[src/hdl/flash_seq_regs.svh]
// Constants shared by both ends of the serial flash command link.
// Assumes a 100 MHz system clock on both ends.
`ifndef FLASH_SEQ_REGS_SVH
`define FLASH_SEQ_REGS_SVH

// System clock rate
`define FS_CLK_MHZ 100
// Self-timed durations in microseconds (plain defaults)
`define FS_SUB_WIPE_TIME_US 1000
`define FS_ARRAY_WIPE_TIME_US 5000
`define FS_SLEEP_ENTRY_DELAY_US 3
`define FS_SLEEP_EXIT_DELAY_US 30
`define FS_RESET_TO_SELECT_US 30
// Host serial clock half period in system cycles
`define FS_SCLK_HALF 4'h4
// Idle levels of the synchronised pins {rstN, mosi, csN, sclk}
`define FS_PIN_IDLE 4'hA

// Opcodes (plain defaults)
`define FS_OP_WRITE_UNLOCK 8'h11
`define FS_OP_SUB_WIPE 8'h22
`define FS_OP_ARRAY_WIPE 8'h33
`define FS_OP_SLEEP_ENTRY 8'h44
`define FS_OP_SLEEP_EXIT 8'h55

// Frame lengths in bits
`define FS_LEN_OPCODE 6'h08
`define FS_LEN_ADDR_CMD 6'h20

// Host register byte offsets
`define FS_REG_CMD 8'h00
`define FS_REG_ADDR 8'h04
`define FS_REG_STATUS 8'h08
`define FS_REG_RSTCTL 8'h0C
// Command register fields
`define FS_CMD_WITH_ADDR 8
`define FS_CMD_EXTRA_LO 9
`define FS_CMD_EXTRA_HI 11

`endif

[src/hdl/flash_seq_pkg.sv]
// Types for both ends of the serial flash command link.
// Assumes the constants header is on the include path.
`include "flash_seq_regs.svh"
package flash_seq_pkg;

    typedef enum logic [2:0] {
        ST_STANDBY = 3'h0,
        ST_CYCLE = 3'h1,
        ST_SLEEP_WAIT = 3'h2,
        ST_SLEEP = 3'h3,
        ST_WAKE_WAIT = 3'h4,
        ST_RESET = 3'h5
    } dev_state_e;

    typedef enum logic [2:0] {
        H_IDLE = 3'h0,
        H_LEAD = 3'h1,
        H_BIT = 3'h2,
        H_TAIL = 3'h3,
        H_GUARD = 3'h4,
        H_RSTWAIT = 3'h5
    } host_state_e;

    typedef struct packed {
        dev_state_e state;
        logic [3:0] sync1;
        logic [3:0] sync2;
        logic [3:0] prev;
        logic [5:0] bitCnt;
        logic [31:0] shiftIn;
        logic [31:0] timer;
        logic write_unlock_latch;
        logic wholeArray;
        logic [8:0] target;
        logic [511:0] blank;
    } dev_s;

    typedef struct packed {
        host_state_e state;
        logic [31:0] timer;
        logic [3:0] phase;
        logic [31:0] shiftOut;
        logic [5:0] bitsLeft;
        logic [7:0] opcode;
        logic withAddr;
        logic [2:0] extra;
        logic [23:0] addr;
        logic resetHold;
        logic sclk;
        logic csN;
        logic mosi;
        logic [31:0] prdata;
    } host_s;

endpackage

[src/hdl/flash_link_if.sv]
// Serial link between the flash host and the flash device.
// All four wires are driven by the host; the device only samples them.
`timescale 1ns/1ps
interface flash_link_if;
    logic sclk;
    logic csN;
    logic mosi;
    logic rstN;
    modport host (output sclk, output csN, output mosi, output rstN);
    modport device (input sclk, input csN, input mosi, input rstN);
endinterface

[src/hdl/flash_device.sv]
// Serial flash device end: erase, unlock and sleep command handling.
// Assumes link wires arrive asynchronously; all are resynchronised to mclk.
// The array is modelled as one blank bit per 4 KB subsector.
//
// What this block does
// - Subsector wipe leaves the addressed subsector all ones
// - Erase needs the write unlock latch set
// - Host frames subsector wipe: opcode, three address bytes
// - Subsector wipe dropped unless exactly 32 bits
// - Top three address bits are ignored
// - Chip select rise starts cycle; running flag shows it
// - Unlock latch cleared during each erase cycle
// - Protected subsector is not wiped
// - Commands rejected while a cycle runs
// - Reset pin aborts cycle; host waits before select
// - Whole-array wipe sets everything to ones, timed
// - Whole-array wipe needs exactly eight bits
// - Any protection blocks the whole-array wipe
// - Deep sleep ignores all but sleep exit
// - Deselect gives standby; sleep only by command
// - Sleep entry exactly eight bits, then entry delay
// - Power-up always lands in standby
// - Extra clocks on sleep exit reject it
// - Standby follows sleep exit after exit delay
`timescale 1ns/1ps
`include "flash_seq_regs.svh"
module flash_device #(
    parameter int unsigned SUB_WIPE_CYCLES = `FS_SUB_WIPE_TIME_US * `FS_CLK_MHZ,
    parameter int unsigned ARRAY_WIPE_CYCLES = `FS_ARRAY_WIPE_TIME_US * `FS_CLK_MHZ,
    parameter int unsigned SLEEP_ENTRY_CYCLES = `FS_SLEEP_ENTRY_DELAY_US * `FS_CLK_MHZ,
    parameter int unsigned SLEEP_EXIT_CYCLES = `FS_SLEEP_EXIT_DELAY_US * `FS_CLK_MHZ
) (
    input wire logic mclk,
    input wire logic arst_n,
    flash_link_if.device link,
    input wire logic [511:0] protMask,
    input wire logic progMark,
    input wire logic [8:0] progIndex,
    output logic [511:0] blankMap,
    output logic cycleRunning,
    output logic writeUnlock,
    output logic deepSleep,
    output logic standby,
    output logic resetMode
);

    // ------------------------------------------------------------
    // Decode helpers
    // ------------------------------------------------------------
    // True when the frame held exactly the wanted number of bits
    function automatic logic framed(input logic [5:0] cnt, input logic [5:0] want);
        framed = (cnt == want);
    endfunction

    flash_seq_pkg::dev_s r;
    flash_seq_pkg::dev_s next_r;

    logic sclkRise;
    logic csFall;
    logic csRise;
    logic csLow;
    logic mosiBit;
    logic pinRstN;
    logic [7:0] op8;
    logic [7:0] op32;
    logic [8:0] subIdx;
    logic short8;
    logic long32;

    // ------------------------------------------------------------
    // Synchronised pins and frame decode
    // ------------------------------------------------------------
    // Edges are taken between the second stage and a third copy
    assign sclkRise = r.sync2[0] & ~r.prev[0];
    assign csFall = ~r.sync2[1] & r.prev[1];
    assign csRise = r.sync2[1] & ~r.prev[1];
    assign csLow = ~r.sync2[1];
    assign mosiBit = r.sync2[2];
    assign pinRstN = r.sync2[3];
    assign op8 = r.shiftIn[7:0];
    assign op32 = r.shiftIn[31:24];
    assign subIdx = r.shiftIn[20:12];
    assign short8 = framed(r.bitCnt, `FS_LEN_OPCODE);
    assign long32 = framed(r.bitCnt, `FS_LEN_ADDR_CMD);

    // ------------------------------------------------------------
    // Next state
    // ------------------------------------------------------------
    // One process holds the whole sequencer so all priorities sit together
    always_comb begin
        next_r = r;
        next_r.sync1 = {link.rstN, link.mosi, link.csN, link.sclk};
        next_r.sync2 = r.sync1;
        next_r.prev = r.sync2;
        // Programming by other logic dirties a subsector
        if (progMark) begin
            next_r.blank[progIndex] = 1'b0;
        end
        if (!pinRstN) begin
            next_r.state = flash_seq_pkg::ST_RESET;
            next_r.write_unlock_latch = 1'b0;
            next_r.bitCnt = 6'h00;
            next_r.timer = 32'h0000_0000;
        end else begin
            // Frame shifter runs in every state, so busy frames are simply dropped
            if (csFall) begin
                next_r.bitCnt = 6'h00;
            end else if (sclkRise && csLow) begin
                next_r.shiftIn = {r.shiftIn[30:0], mosiBit};
                // Saturate so an overlong frame never wraps back to a legal length
                if (r.bitCnt != 6'h3F) begin
                    next_r.bitCnt = r.bitCnt + 6'h01;
                end
            end
            case (r.state)
                flash_seq_pkg::ST_STANDBY: begin
                    if (csRise) begin
                        if (short8 && op8 == `FS_OP_WRITE_UNLOCK) begin
                            next_r.write_unlock_latch = 1'b1;
                        end else if (long32 && op32 == `FS_OP_SUB_WIPE) begin
                            if (r.write_unlock_latch && !protMask[subIdx]) begin
                                next_r.state = flash_seq_pkg::ST_CYCLE;
                                next_r.timer = SUB_WIPE_CYCLES - 32'h1;
                                next_r.wholeArray = 1'b0;
                                next_r.target = subIdx;
                                next_r.write_unlock_latch = 1'b0;
                            end
                        end else if (short8 && op8 == `FS_OP_ARRAY_WIPE) begin
                            if (r.write_unlock_latch && !(|protMask)) begin
                                next_r.state = flash_seq_pkg::ST_CYCLE;
                                next_r.timer = ARRAY_WIPE_CYCLES - 32'h1;
                                next_r.wholeArray = 1'b1;
                                next_r.write_unlock_latch = 1'b0;
                            end
                        end else if (short8 && op8 == `FS_OP_SLEEP_ENTRY) begin
                            next_r.state = flash_seq_pkg::ST_SLEEP_WAIT;
                            next_r.timer = SLEEP_ENTRY_CYCLES - 32'h1;
                        end
                    end
                end
                flash_seq_pkg::ST_CYCLE: begin
                    if (r.timer == 32'h0000_0000) begin
                        if (r.wholeArray) begin
                            next_r.blank = '1;
                        end else begin
                            next_r.blank[r.target] = 1'b1;
                        end
                        next_r.state = flash_seq_pkg::ST_STANDBY;
                    end else begin
                        next_r.timer = r.timer - 32'h1;
                    end
                end
                flash_seq_pkg::ST_SLEEP_WAIT: begin
                    if (r.timer == 32'h0000_0000) begin
                        next_r.state = flash_seq_pkg::ST_SLEEP;
                    end else begin
                        next_r.timer = r.timer - 32'h1;
                    end
                end
                flash_seq_pkg::ST_SLEEP: begin
                    if (csRise && short8 && op8 == `FS_OP_SLEEP_EXIT) begin
                        next_r.state = flash_seq_pkg::ST_WAKE_WAIT;
                        next_r.timer = SLEEP_EXIT_CYCLES - 32'h1;
                    end
                end
                flash_seq_pkg::ST_WAKE_WAIT: begin
                    if (r.timer == 32'h0000_0000) begin
                        next_r.state = flash_seq_pkg::ST_STANDBY;
                    end else begin
                        next_r.timer = r.timer - 32'h1;
                    end
                end
                flash_seq_pkg::ST_RESET: begin
                    // Pin released: same as power-up
                    next_r.state = flash_seq_pkg::ST_STANDBY;
                end
                default: begin
                    next_r.state = flash_seq_pkg::ST_STANDBY;
                end
            endcase
        end
    end

    // ------------------------------------------------------------
    // State register
    // ------------------------------------------------------------
    // power-up lands in standby
    always_ff @(posedge mclk or negedge arst_n) begin
        if (!arst_n) begin
            // Pins start at their idle levels, so no false edge or pin reset follows
            r <= '{state: flash_seq_pkg::ST_STANDBY, sync1: `FS_PIN_IDLE, sync2: `FS_PIN_IDLE,
                prev: `FS_PIN_IDLE, default: '0};
        end else begin
            r <= next_r;
        end
    end

    // ------------------------------------------------------------
    // Outputs
    // ------------------------------------------------------------
    assign blankMap = r.blank;
    assign cycleRunning = (r.state == flash_seq_pkg::ST_CYCLE);
    assign writeUnlock = r.write_unlock_latch;
    assign deepSleep = (r.state == flash_seq_pkg::ST_SLEEP);
    assign standby = (r.state == flash_seq_pkg::ST_STANDBY) & r.sync2[1];
    assign resetMode = (r.state == flash_seq_pkg::ST_RESET);

endmodule // flash_device

[src/flat_wrapper.sv]
// flat-port wrapper written by rule: the top's interface ports become plain ports
module flash_device_flat 
#(
    parameter int unsigned SUB_WIPE_CYCLES = `FS_SUB_WIPE_TIME_US * `FS_CLK_MHZ,
    parameter int unsigned ARRAY_WIPE_CYCLES = `FS_ARRAY_WIPE_TIME_US * `FS_CLK_MHZ,
    parameter int unsigned SLEEP_ENTRY_CYCLES = `FS_SLEEP_ENTRY_DELAY_US * `FS_CLK_MHZ,
    parameter int unsigned SLEEP_EXIT_CYCLES = `FS_SLEEP_EXIT_DELAY_US * `FS_CLK_MHZ
)
  (mclk, arst_n, protMask, progMark, progIndex, blankMap, cycleRunning, writeUnlock, deepSleep, standby, resetMode, link_sclk, link_csN, link_mosi, link_rstN);
  flash_link_if link_i ();
  input wire logic mclk;
  input wire logic arst_n;
  input wire logic [511:0] protMask;
  input wire logic progMark;
  input wire logic [8:0] progIndex;
  output logic [511:0] blankMap;
  output logic cycleRunning;
  output logic writeUnlock;
  output logic deepSleep;
  output logic standby;
  output logic resetMode;
  input wire logic [$bits(link_i.sclk)-1:0] link_sclk;
  input wire logic [$bits(link_i.csN)-1:0] link_csN;
  input wire logic [$bits(link_i.mosi)-1:0] link_mosi;
  input wire logic [$bits(link_i.rstN)-1:0] link_rstN;
  assign link_i.sclk = link_sclk;
  assign link_i.csN = link_csN;
  assign link_i.mosi = link_mosi;
  assign link_i.rstN = link_rstN;
  flash_device #(.SUB_WIPE_CYCLES(SUB_WIPE_CYCLES), .ARRAY_WIPE_CYCLES(ARRAY_WIPE_CYCLES), .SLEEP_ENTRY_CYCLES(SLEEP_ENTRY_CYCLES), .SLEEP_EXIT_CYCLES(SLEEP_EXIT_CYCLES)) u_core (.mclk(mclk), .arst_n(arst_n), .link(link_i), .protMask(protMask), .progMark(progMark), .progIndex(progIndex), .blankMap(blankMap), .cycleRunning(cycleRunning), .writeUnlock(writeUnlock), .deepSleep(deepSleep), .standby(standby), .resetMode(resetMode));
endmodule
[config.mk]
export PLATFORM = sky130hd
export DESIGN_NAME = flash_device_flat
export DESIGN_NICKNAME = d
export VERILOG_FILES = /design/src/hdl/flash_seq_pkg.sv /design/src/hdl/flash_link_if.sv /design/src/hdl/flash_device.sv /design/src/flat_wrapper.sv
export VERILOG_INCLUDE_DIRS = /design/src /design/src/hdl
export SDC_FILE = /design/constraint.sdc
export NUM_CORES = 2
export LEC_CHECK = 0
export BUFFER_PORTS_ARGS = -buffer_cell sky130_fd_sc_hd__clkbuf_2
export CORE_AREA = 2 2 411 413
export DETAILED_ROUTE_END_ITERATION = 8
export DIE_AREA = 0 0 413 415
export PLACE_DENSITY = 0.38
export SYNTH_ARGS = -nofsm -noshare
export SYNTH_HDL_FRONTEND = slang
export SYNTH_SLANG_ARGS = --single-unit
[constraint.sdc]
create_clock -name mclk -period 4.3 [get_ports mclk]
set_clock_uncertainty 0.1 [all_clocks]
set_input_delay 0.215 -clock mclk [delete_from_list [all_inputs] [get_ports mclk]]
set_output_delay 0.215 -clock mclk [all_outputs]
set_load 0.01 [all_outputs]
# Word-level counts from Yosys, hierarchy flattened
# Index checks and enable logic that the tools add are counted.
[totals] register_bits=606 input_bits=528
[op_classes] addsub=2 magnitude_cmp=5 eq_ne=32 muxes=52 bitwise=12 reduce_logical=26
[ops] cell="$mux W512" n=5
[ops] cell="$and A512 B512 Y512" n=1
[ops] cell="$not A512 Y512" n=1
[ops] cell="$or A512 B512 Y512" n=1
[ops] cell="$reduce_or A512 Y1" n=1
[ops] cell="$mux W43" n=7
[ops] cell="$mux W34" n=6
[ops] cell="$mux W32" n=5
[ops] cell="$pmux W32 S3" n=1
[ops] cell="$mux W38" n=1
[ops] cell="$mux W3" n=11
[ops] cell="$mux W33" n=1
[ops] cell="$logic_not A32 Y1" n=1
[ops] cell="$sub A32 B1 Y32 const B" n=1
[ops] cell="$lt A9 B10 Y1 const B" n=3
[ops] cell="$ne A3 B3 Y1 const B" n=8
[ops] cell="$ne A4 B4 Y1 const B" n=5
[ops] cell="$demux W1 S9" n=2
[ops] cell="$ge A9 B1 Y1 const B" n=2
[ops] cell="$mux W6" n=3
[ops] cell="$ne A6 B6 Y1 const B" n=3
[ops] cell="$eq A8 B6 Y1 const B" n=2
[ops] cell="$eq A8 B7 Y1 const B" n=2
[ops] cell="$reduce_and A8 Y1" n=2
[ops] cell="other kinds (29)" n=54

# Logic depth before layout (Yosys ltp)
[logic_depth] depth_word=15 mapped_depth=16 depth_no_buf=11

# Worst setup path before layout
# No wires, ideal clock.
[synth_path] kind="register -> register" start="reg u_core.r[569] (netlist name)" end="reg u_core.r[552] (netlist name)" arrival_ns=2.934 slack_ns=1.174 path_stages_with_launch=12 path_buffers=3 cell_sequence="dfrtp_1 buf_4 clkbuf_1 mux4_2 a211oi_1 a2111oi_0 or4_1 a41oi_2 o21ai_2 buf_6 or3_4 o31ai_2"
[synth_between] elab_chain_len=6
[synth_rtl] element="start, declared" line_no="flash_device.sv:55" rtl="flash_seq_pkg::dev_s r;"
[synth_rtl] element="start signal, assigned" line_no="flash_device.sv:191" rtl="r <= '{state: flash_seq_pkg::ST_STANDBY, sync1: `FS_PIN_IDLE, sync2: `FS_PIN_IDLE,"
[synth_rtl] element="start signal, assigned" line_no="flash_device.sv:194" rtl="r <= next_r;"
[synth_rtl] element="$bmux W1 S9" line_no="flash_device.sv:121" rtl="if (r.write_unlock_latch && !protMask[subIdx]) begin"
[synth_rtl] element="$mux W1 (not written as such)" line_no="flash_device.sv:121"
[synth_rtl] element="$logic_not A1 Y1" line_no="flash_device.sv:121"
[synth_rtl] element="$logic_and A1 B1 Y1" line_no="flash_device.sv:121"
[synth_rtl] element="$ne A4 B4 Y1 (no source line)"
[synth_rtl] element="$reduce_and A8 Y1 (no source line)"
# No other way between the ends. The select of a mux whose other input is x is not followed.
# A chain may end at the register's enable or synchronous reset.

# Worst setup path after layout
[layout_path] start="reg u_core.r[567] (netlist name)" end="reg u_core.r[532] (netlist name)"
# Same word-level chain as after synthesis.

==> summary.md <==
| Metric | Value |
|---|---|
| Outcome | `complete, no violations` |
| Core Region | `167000 um2` |
| Max Cap Viol | `0` |
| Most common cell in the netlist | `o21ai_0` |
| Vias in the first global route | `35300` |
| Largest net degree at the start of global routing | `134` |
| Pin slew with the least headroom to its limit | `1.22 ns` |
| Io pins | `1045` |
| Dominant synthesized flop cell | `dfrtp_1` |
| Gr ovfl total | `0` |
| Rel. slew slack | `18.7%` |
| Reg2reg end | `u_core.r[532]` |
| Worst Path Class, Setup | `reg -> reg` |
| Highest net fanout along the worst path | `17` |
| CP Data Required Time | `4.78 ns` |
| GPL Wtd Cong | `1.04` |
| Synth area leaders | `dfrtp_1 (41%), o21ai_0 (15%), buf_4 (11%)` |
| Synth Warn # | `0` |
| DRT Pass-1 Iters | `6` |
| Area Growth Syn to Fin | `20.4%` |
| CP Launch Type | `register` |
| CTS tree | `yes` |
| Seq/Total Area, Yosys | `41.8%` |
| Initial antenna violation count | `69` |
| Avg Vias per Cell | `5.35` |
| # clock sinks | `606` |
| Worst skew pair latency | `0.69 ns` |
| First-pass GRT wire length | `326 mm` |
| Final Hold Fails | `0` |
| Port Buffer Count | `1044` |
| Static leakage | `15.6 nW` |
| Most frequent cells after synthesis | `o21ai_0 (1062), dfrtp_1 (601), a21oi_1 (552)` |
| Crit path time final | `3.96 ns` |
| CP arrival | `4.44 ns` |
| Worst R2R Setup Slack | `0.34 ns` |
| Final Power | `0.0170 W` |
| Fin. max-slew vios | `0` |
| Initial Util | `21.8%` |
| DRC | `0` |
| FMAX | `253 MHz` |
| Die Height | `415 um` |
| Post-synthesis instance total | `4028` |
| H-tree levels | `3` |
| DR vias | `36200` |
| Iteration-0 DRC Markers | `3929` |
| R2R cell count | `12` |
| Clock transition at path regs | `0.07 ns` |
| WL final | `244 mm` |
| Pwr Density | `390 nW/um2` |
| Antenna Nets Post-Route | `0` |
| Tcrit/Tclk final | `92.1%` |
| Share of layout cells above drive strength 1 | `34.7%` |
| Final Non-Filler Cells | `6764` |
| Cell taking the most area after synthesis | `dfrtp_1` |
| DIE AREA | `171000 um2` |
| Peak VDD IR | `0.000274 V` |
| Total track usage | `27.5%` |
| # rows | `150` |
| CTS root buffer | `clkbuf_16` |
| Crit end category | `register` |
| Worst hold path class | `in -> async` |
| Setup violations, final | `0` |
| CTS buffer count | `79` |
| Max clock buf depth | `3` |
| Syn Nets | `4559` |
| Reg2reg start | `u_core.r[567]` |
| Inst Count DP | `6574` |
| Yosys top cell area share | `41.5%` |
| Fillcell total | `18200` |
| Synthesized cell area | `36300 um2` |
| CP startpoint | `u_core.r[567]` |
| Avg Inst Size Synth | `9.01 um2` |
| RSZ-0062 raised after global routing | `false` |
| Fraction of registers with async set/reset | `100%` |
| NumNets Final | `4987` |
| WL per Instance | `36.1 um` |
| Die W | `413 um` |
| Distinct cells, synth | `85` |
| Seq cells post-synth | `606` |
| Post-DP HPWL | `181 mm` |
| EDFF count, synth | `0` |
[cells by family (layout without fill, tap and decap cells)]
logic type / Yosys count / after routing / share of synthesized area (%)
xor gates and xnor gates: 5 / 5 / 0.121
buffers and inverters: 876 / 1370 / 14.7
muxes: 212 / 212 / 9.31
DFF: 606 / 606 / 41.8
adders and majority gates: 3 / 3 / 0.103
and+or+nand+nor: 577 / 577 / 8.53
AOI/OAI and AO/OA: 1749 / 1749 / 25.4
other: 0 / 38 / 0
[flip-flops by register name, indices dropped and copies added, names as in the netlist]
signal and count:
u_core.mosiBit 1, u_core.next_r 7, u_core.op32 8, u_core.op8 8
u_core.writeUnlock 1, u_core.r 69, u_core.blankMap 512
[worst max-delay path by stage]
stage               endpoint  slack (ns)  depth (start not counted)
2_1_floorplan  u_core.r[552]        1.17                         11
3_3_place_gp   u_core.r[552]     -0.0003                         11
3_5_place_dp   u_core.r[552]       -0.11                         12
4_1_cts        u_core.r[532]        0.34                         12
5_1_grt        u_core.r[532]        0.13                         12
6_report       u_core.r[532]        0.34                         12
[worst max-delay path: stages (launching register included)]
cell and delay (ns):
dfrtp_4 0.61, buf_4 0.35, buf_4 0.28, mux2i_1 0.12
a22oi_1 0.23, nand3_1 0.09, nor4bb_1 0.15, a22o_1 0.23
o311a_1 0.36, o21ai_2 0.71, buf_4 0.32, nor2_1 0.07
o221a_2 0.24
[layout make-up]
class | instances | area (um2) | share of cell area, %
Multi-Input combinational cell | 2546 | 16000 | 36.6
Clock buffer | 116 | 2350 | 5.38
Sequential cell | 606 | 15200 | 34.8
Tap cell | 2204 | 2760 | 6.32
Antenna cell | 38 | 95.1 | 0.218
Timing Repair Buffer | 1210 | 6820 | 15.6
Inverter | 13 | 48.8 | 0.112
Clock inverter | 31 | 423 | 0.969
[layer usage]
layer | track usage (%) | share of wire (%)
met1 | 36.8 | 43
met2 | 43.9 | 47
met3 | 5.57 | 6.9
met4 | 9.27 | 3.4
met5 | 0 | 0.045
[where the power goes]
group / switching, W / total (W) / internal (W)
registers: 0.000313 / 0.00637 / 0.00605
logic: 0.00237 / 0.00351 / 0.00114
clock network: 0.00297 / 0.00717 / 0.00419
total: 0.00566 / 0.0170 / 0.0114
[what timing repair did]
item,4_1_cts,5_1_grt
endpoints found under the hold margin,108,0
hold buffers,5,0
gates resized for setup,0,0
setup buffers,0,0
[placed cells by master, fill, tap and decap left out, types with 7 or more instances in the layout]
master        n
a21oi_1     552
a22o_1        9
a22oi_1      32
a31oi_1       7
buf_12       26
buf_4       135
clkbuf_1     15
clkbuf_16    80
clkbuf_2   1043
clkbuf_8     21
clkinv_2     12
dfrtp_1     597
diode_2      38
inv_1        12
mux2_2       53
mux2i_1      64
mux4_2       95
nand2_1      89
nand2_2      12
nand2b_1     14
nand3_1      31
nand3b_1      8
nand4_1      36
nor2_1       95
nor2_2       15
nor2_4        9
nor2b_1      18
nor3_1       24
nor3b_1       7
nor4_1      143
o211ai_1     14
o21ai_0    1062
o22ai_1       9
o31ai_1       8
or3_1        12
or4_1        10
[stage by stage]
| step | setup TNS [ns] | setup slack, ns | hold slack, ns | area, um2 | util, % |
|---|---|---|---|---|---|
| final | 0 | 0.340 | 0.0374 | 43700 | 26.2 |
| after CTS | 0 | 0.336 | 0.0370 | 43600 | 26.1 |
| after detailed placement | -1.10 | -0.111 | 0.196 | 40700 | 24.4 |
| after global placement | -0.000321 | -0.000321 | 0.203 | 40700 | 24.4 |
| after global routing | 0 | 0.129 | 0.0743 | 43600 | 26.2 |
| after floorplan | 0 | 1.17 | -0.181 | 36300 | - |
(Power assumes the default switching activity.)
